--- config.mk ---
export PLATFORM = sky130hd
export DESIGN_NAME = msc_status_counters
export DESIGN_NICKNAME = d
export VERILOG_FILES = /design/src/hdl/msc_status_counters.v /design/src/hdl/msc_fault_pair.v
export VERILOG_INCLUDE_DIRS = /design/src /design/src/hdl
export SDC_FILE = /design/constraint.sdc
export NUM_CORES = 1
export LEC_CHECK = 0
export BUFFER_PORTS_ARGS = -buffer_cell sky130_fd_sc_hd__buf_2
export CORE_MARGIN = 2
export CORE_UTILIZATION = 50
export DETAILED_ROUTE_END_ITERATION = 7
export PLACE_DENSITY = 0.69
export REMOVE_ABC_BUFFERS = 1
export SLEW_MARGIN = 20
export SYNTH_ARGS = -nofsm -noshare
export SYNTH_HDL_FRONTEND = slang
export SYNTH_SLANG_ARGS = --single-unit
--- constraint.sdc ---
create_clock -name clock -period 4.6 [get_ports clock]
set_input_delay 0.23 -clock clock [delete_from_list [all_inputs] [get_ports clock]]
set_output_delay 0.23 -clock clock [all_outputs]
set_load 0.01 [all_outputs]
--- src/hdl/msc_status_regs.vh ---
// Constants for the module status counter bank: word indices, widths, reset values
`ifndef MSC_STATUS_REGS_VH
`define MSC_STATUS_REGS_VH

// ==========================================================
// Block layout
`define MSC_BLOCK_WORDS 6'h21
`define MSC_FIRST_WORD 6'h15
`define MSC_LAST_WORD 6'h20
`define MSC_WORD_W 16
`define MSC_IDX_W 6
`define MSC_STATUS_BLOCK_ID 16'h9250

// ==========================================================
// Word indices of the bank
`define MSC_PORT2_ERROR_REPLIES_SENT 6'h15
`define MSC_PORT2_ERROR_REPLIES_RECEIVED 6'h16
`define MSC_INPUT_IMAGE_BLOCK_COUNT 6'h17
`define MSC_OUTPUT_IMAGE_BLOCK_COUNT 6'h18
`define MSC_PARSED_BLOCK_COUNT 6'h19
`define MSC_PRIORITY_COMMAND_BLOCK_COUNT 6'h1a
`define MSC_COMMAND_TRIGGER_BLOCK_COUNT 6'h1b
`define MSC_LINK_BLOCK_ERROR_COUNT 6'h1c
`define MSC_PORT1_PRESENT_FAULT 6'h1d
`define MSC_PORT1_PREVIOUS_FAULT 6'h1e
`define MSC_PORT2_PRESENT_FAULT 6'h1f
`define MSC_PORT2_PREVIOUS_FAULT 6'h20

// ==========================================================
// Reset values
`define MSC_COUNT_RESET 16'h0000
`define MSC_FAULT_RESET 16'h0000
`define MSC_COUNT_ONE 16'h0001

`endif

--- src/hdl/msc_status_counters.v ---
// Upper status words of the module status block: counters and fault words
`timescale 1ns/1ns
`default_nettype none
`include "msc_status_regs.vh"

module msc_status_counters (
  input wire clock,
  input wire sys_rst,
  // Port roles: high while the port acts as slave
  input wire port1Slave,
  input wire port2Slave,
  // Port 1 error events
  input wire port1ReplyErrStb,
  input wire [15:0] port1ReplyErrCode,
  input wire port1SlaveErrStb,
  input wire [15:0] port1SlaveErrIndex,
  // Port 2 error events
  input wire port2ReplyErrStb,
  input wire [15:0] port2ReplyErrCode,
  input wire port2SlaveErrStb,
  input wire [15:0] port2SlaveErrIndex,
  // Backplane block events
  input wire inImageSentStb,
  input wire outImageRecvStb,
  input wire outImageParsedStb,
  input wire priorityCmdStb,
  input wire cmdTriggerStb,
  input wire linkBlockErrStb,
  // Status block read port
  input wire readReq,
  input wire [15:0] readBlockId,
  input wire [5:0] readIndex,
  output reg readValid,
  output reg [15:0] readData,
  output reg readRefused,
  // Health flag: parsed count lags output count
  output reg parseLagging
);

  // ==========================================================
  // Counter bank
  // Index 0..7 map to words 21..28 in order
  localparam NCNT = 8;
  reg [15:0] cnt [0:NCNT-1];
  wire [NCNT-1:0] cntEvt;
  wire port2IsMaster;

  assign port2IsMaster = ~port2Slave;
  assign cntEvt[0] = port2Slave & port2ReplyErrStb;
  assign cntEvt[1] = port2IsMaster & port2SlaveErrStb;
  assign cntEvt[2] = inImageSentStb;
  assign cntEvt[3] = outImageRecvStb;
  // A parse can only follow a received block, so gate by it
  assign cntEvt[4] = outImageParsedStb & outImageRecvStb;
  assign cntEvt[5] = priorityCmdStb;
  assign cntEvt[6] = cmdTriggerStb;
  assign cntEvt[7] = linkBlockErrStb;

  genvar gi;
  generate
    for (gi = 0; gi < NCNT; gi = gi + 1) begin : gCnt
      always @(posedge clock) begin
        if (sys_rst) begin
          cnt[gi] <= `MSC_COUNT_RESET;
        end else if (cntEvt[gi]) begin
          // Natural 16-bit wrap from all ones to zero
          cnt[gi] <= cnt[gi] + `MSC_COUNT_ONE;
        end
      end
    end
  endgenerate

  // ==========================================================
  // Fault word pairs, one per port
  wire [15:0] p1Present;
  wire [15:0] p1Previous;
  wire [15:0] p2Present;
  wire [15:0] p2Previous;

  msc_fault_pair uPort1Fault (
    .clock(clock),
    .sys_rst(sys_rst),
    .slaveRole(port1Slave),
    .replyErrStb(port1ReplyErrStb),
    .replyErrCode(port1ReplyErrCode),
    .slaveErrStb(port1SlaveErrStb),
    .slaveErrIndex(port1SlaveErrIndex),
    .presentFault(p1Present),
    .previousFault(p1Previous)
  );

  msc_fault_pair uPort2Fault (
    .clock(clock),
    .sys_rst(sys_rst),
    .slaveRole(port2Slave),
    .replyErrStb(port2ReplyErrStb),
    .replyErrCode(port2ReplyErrCode),
    .slaveErrStb(port2SlaveErrStb),
    .slaveErrIndex(port2SlaveErrIndex),
    .presentFault(p2Present),
    .previousFault(p2Previous)
  );

  // ==========================================================
  // Word decode, shared by read path
  function inBank;
    input [5:0] idx;
    begin
      inBank = (idx >= `MSC_FIRST_WORD) && (idx <= `MSC_LAST_WORD);
    end
  endfunction

  function validReq;
    input [15:0] id;
    input [5:0] idx;
    begin
      validReq = (id == `MSC_STATUS_BLOCK_ID) && (idx < `MSC_BLOCK_WORDS);
    end
  endfunction

  // Words below 21 belong to another bank and read as zero here
  reg [15:0] next_readData;
  wire [5:0] cntSel;

  assign cntSel = readIndex - `MSC_FIRST_WORD;

  always @* begin
    next_readData = 16'h0000;
    if (inBank(readIndex)) begin
      case (readIndex)
        `MSC_PORT1_PRESENT_FAULT: next_readData = p1Present;
        `MSC_PORT1_PREVIOUS_FAULT: next_readData = p1Previous;
        `MSC_PORT2_PRESENT_FAULT: next_readData = p2Present;
        `MSC_PORT2_PREVIOUS_FAULT: next_readData = p2Previous;
        default: next_readData = cnt[cntSel[2:0]];
      endcase
    end
  end

  // ==========================================================
  // Read port: one word per request, answer on the next edge
  // Reads never alter the bank: every word is read-only to the host
  always @(posedge clock) begin
    if (sys_rst) begin
      readValid <= 1'b0;
      readRefused <= 1'b0;
      readData <= 16'h0000;
    end else begin
      readValid <= readReq & validReq(readBlockId, readIndex);
      readRefused <= readReq & ~validReq(readBlockId, readIndex);
      if (readReq && validReq(readBlockId, readIndex)) begin
        readData <= next_readData;
      end else begin
        readData <= 16'h0000;
      end
    end
  end

  // ==========================================================
  // Backplane health: parsed count should stay close to output count
  wire [15:0] parseGap;

  assign parseGap = cnt[3] - cnt[4];

  always @(posedge clock) begin
    if (sys_rst) begin
      parseLagging <= 1'b0;
    end else begin
      // Tolerance of one block covers a parse still in flight
      parseLagging <= (parseGap > `MSC_COUNT_ONE);
    end
  end

endmodule // msc_status_counters
`default_nettype wire

--- src/hdl/msc_fault_pair.v ---
// Present/previous fault word pair for one serial port
`timescale 1ns/1ns
`default_nettype none
`include "msc_status_regs.vh"

module msc_fault_pair (
  input wire clock,
  input wire sys_rst,
  input wire slaveRole,
  input wire replyErrStb,
  input wire [15:0] replyErrCode,
  input wire slaveErrStb,
  input wire [15:0] slaveErrIndex,
  output reg [15:0] presentFault,
  output reg [15:0] previousFault
);

  // ==========================================================
  // Update selection
  // The role decides which event source is allowed to load the pair
  wire loadEvt;
  wire [15:0] loadVal;

  assign loadEvt = slaveRole ? replyErrStb : slaveErrStb;
  assign loadVal = slaveRole ? replyErrCode : slaveErrIndex;

  // ==========================================================
  // Shift present into previous on every error from the source the role selects
  always @(posedge clock) begin
    if (sys_rst) begin
      presentFault <= `MSC_FAULT_RESET;
      previousFault <= `MSC_FAULT_RESET;
    end else if (loadEvt) begin
      presentFault <= loadVal;
      previousFault <= presentFault;
    end
  end

endmodule // msc_fault_pair
`default_nettype wire

==> results.md <==
* Total CTS buffers at 24
* Final hold viol count at 0
* Post-detailed-route count of antenna-violating nets at 0
* Sequential power share at 47.5%
* Initial antenna violation count at 0
* Clock share of power at about 40%
* Logic pwr share at between 10 and 15%
* Skew final at between 0.015 and 0.02 ns
* Clk Latency, worst-skew pair at roughly 0.53 ns
* R2r endpoint: parseLagging
* Number of vias per cell at 5.74
* Worst Reg-to-Reg Cells at 9
* Crit-path cells: ha_1, fa_1, inv_1, a221o_1, or4_1, a311oi_1, nand4_1, nor4_2, a41oi_1
* IO Count at 120
* Sw Share at between 20 and 30%
* CP endpoint kind: flop
* Crit path DAT at 3.32 ns
* Leading cell type in the layout, fill and taps excluded: nor2_1
* Post-layout util at between 50% and 60%
* Nets@finish at between 1000 and 1500
* Sequential share of the synthesized area at 46.6%
* Internal at between 3 and 4 mW
* Worst Hold Class: in -> reg
* Reg-to-reg slack, setup at between 1.5 and 2 ns
* Critical Path RT at approximately 5.0 ns
* Root Driver: clkbuf_16
* Run status: finished clean
* Placer Congestion at ~0.88
* Worst Tran Pin Value at between 0.9 and 1 ns
* Die W at 158 µm
* # setup viols final at 0
* Placeable Area at 0.0233 mm²
* Leakage at approximately 5.1 nW
* Maximum VDD drop at between 0.2 and 0.3 mV
* Worst hold stages at 3
* Die ar. at 0.0249 mm²
* GRT Total Usage at between 20% and 30%
* Post-Synth Simple-Gate Area at about 18%
* Maxcap violations at 0
* Netlist Area Pre-Place at about 0.012 mm²
* Worst slew margin at a little under two fifths
* First-pass GRT wire length at roughly 45 mm
* Clock Path Buffers at 3
* Final WL at slightly below 30 mm
* Post-synthesis adder-cell area fraction at under 10%
* Row cnt at 56
* Largest family of logic cells by synthesized area: simple AND/OR/NAND/NOR gates
* DIE HEIGHT at about 160 µm
* Max-slew violation count at 0
* Multi-input combinational cell area at 0.00591 mm²
* Unique masters post-synth at 60
* Syn Area/Cell at approximately 10 µm²
* TritonCTS clock tree: yes
* Part of the cycle the worst path needs at 64.6%
* Detailed Routing Iterations Pass 1 at 5
* Ratio of cells with drive above 1 in the final layout at between 10% and 20%
* DR WL/cell at between 15 and 20 µm
* Compound-Gate Fraction of Synth Area at roughly a tenth
* CP max-delay cell: fa_1
* Most frequent cells in the layout: 171 x nor2_1, 128 x edfxtp_1, 121 x nand2_1
* Post-route minimum period at around 3.0 ns
* #FFs+latches synth at around 210
* Post-synthesis mux area share at ~11%
* Max Fclk at 0.337 GHz
* Number of diodes at 0
* Ys async rst share at 0%
* HPWL Detailed at around 21 mm
* Max incr delay on CP at between 0.5 and 0.6 ns
* Post-synth EDFFs at between 100 and 150
* Hold Crit Start: port2SlaveErrIndex[15]
* Worst Path Max Fanout at 6
* Vias at 9253
* Largest net degree at the start of global routing at between 40 and 50
* Ys flop type: edfxtp_1
* Sw power at between 1 and 1.5 mW
* Power per Cell Area at 356 mW/mm²
* CTS resizes at 0
* Hold Path Sink: uPort2Fault.presentFault[15]
* Layout filler cell count at ~2000
* DRC viols at 0
* Area grow syn2layout at 13.9%
* Port bufs at approximately 120
* TNS Setup at 0 ns
* Vias in the first global route at just over 8000
* Drt initial violations at approximately 870
* CP Class: reg -> reg
* Crit. path cell count at 9
* H-tree Lvls at 1
* Total clock sinks at 211
* Register area at approximately 0.0055 mm²
* XOR/XNOR share of the synthesized area at 7.79%
* RSZ-0062 raised after global routing: no
* Gr ovfl total at 0
* Critical path buffers and inverters at 1
* Total power at between 4 and 5 mW
* Post-synthesis cell count at around 1200
* Total number of yosys warnings at 0
* Family with the most delay on the worst path: simple AND/OR/NAND/NOR gates
* FF-to-FF Start: cnt[4][0]
* Clock transition at path regs at 0.06 ns
* Critical Path Start Type: flop
* Initial Util at between 50% and 60%
-- routing by layer --
| metal | vias to the layer above | global-route usage (%) | share of wire (%) |
|---|---|---|---|
| li1 | 4434 | - | - |
| met1 | 4453 | 33.4 | 46 |
| met2 | 313 | 36.1 | 45 |
| met3 | 53 | 3.56 | 6.7 |
| met4 | 0 | 6.62 | 2.8 |
| met5 | - | 0 | 0 |
-- power by group through the flow --
stage	Clock, mW	Combinational, mW	Sequential [mW]
final	1.90	0.608	2.27
after global routing	2.00	0.672	2.28
after CTS	1.92	0.607	2.27
after detailed placement	0	0.601	2.31
after floorplan	0	0.422	2.25
after global placement	0	0.589	2.30
-- sequential cells by signal, indices dropped and copies added (netlist names), 16 cells and up --
register,cells
uPort2Fault.presentFault,16
readData,16
cnt,128
uPort2Fault.previousFault,16
uPort1Fault.previousFault,16
uPort1Fault.presentFault,16
-- worst register-to-register path, cell delays in order, from the launching register on --
cell and delay (ns):
edfxtp_1 0.48, ha_1 0.28, fa_1 0.51, inv_1 0.05
a221o_1 0.25, or4_1 0.47, a311oi_1 0.22, nand4_1 0.16
nor4_2 0.25, a41oi_1 0.14
-- cells in the mapped netlist, drive strengths merged, types with 24 or more instances --
cell type / number / area [µm²]
a211oi: 33 / 248
a21oi: 56 / 280
a22oi: 32 / 240
clkbuf: 51 / 191
dfxtp: 83 / 1660
edfxtp: 128 / 3840
ha: 27 / 338
inv: 39 / 146
mux2i: 35 / 350
mux4: 33 / 743
nand2: 121 / 454
nand3: 56 / 280
nor2: 172 / 648
o21ai: 24 / 120
xnor2: 39 / 342
xor2: 66 / 578
-- what timing repair did --
item                                    4_1_cts  5_1_grt
buffers inserted                              0        0
endpoints found under the hold margin         2        0
hold buffers                                  2        0
endpoints found under the setup margin        0        0
-- kinds of logic (layout without fill, tap and decap cells) --
logic type / after synthesis / in the layout
AND/OR/NAND/NOR: 464 / 464
flip-flops: 211 / 211
AO/OA/AOI/OAI: 186 / 186
XOR/XNOR: 105 / 105
buffers and inverters: 101 / 214
multiplexers: 86 / 86
adder cells (fa/ha/maj): 28 / 28
-- final cells by class --
cell class                      count  share of cell area [%]
Timing Repair Buffer              131                    5.14
Clock buffer                       33                    5.02
Multi-Input combinational cell    869                    44.0
Clock inverter                     11                   0.857
Tap cell                          319                    2.97
Sequential cell                   211                    41.0
Inverter                           39                    1.09
-- metrics by stage --
stage	hold WS, ns	instances	setup WS, ns	area [µm²]
detailed placement	0.444	1567	1.66	12600
floorplan	0.299	1119	1.95	11600
global route	0.0459	1613	1.43	13400
CTS	0.0418	1613	1.65	13400
finish	0.0484	1613	1.63	13400
global placement	0.438	1567	1.77	12600
-- how the worst max path moves through the flow --
stage                   start            to  slack [ns]
detailed placement  cnt[4][0]  parseLagging        1.66
global route        cnt[4][0]  parseLagging        1.43
finish              cnt[4][0]  parseLagging        1.63
CTS                 cnt[4][0]  parseLagging        1.65
floorplan           cnt[4][0]  parseLagging        1.95
global placement    cnt[4][0]  parseLagging        1.77
Power figures use the tool's default switching activity.
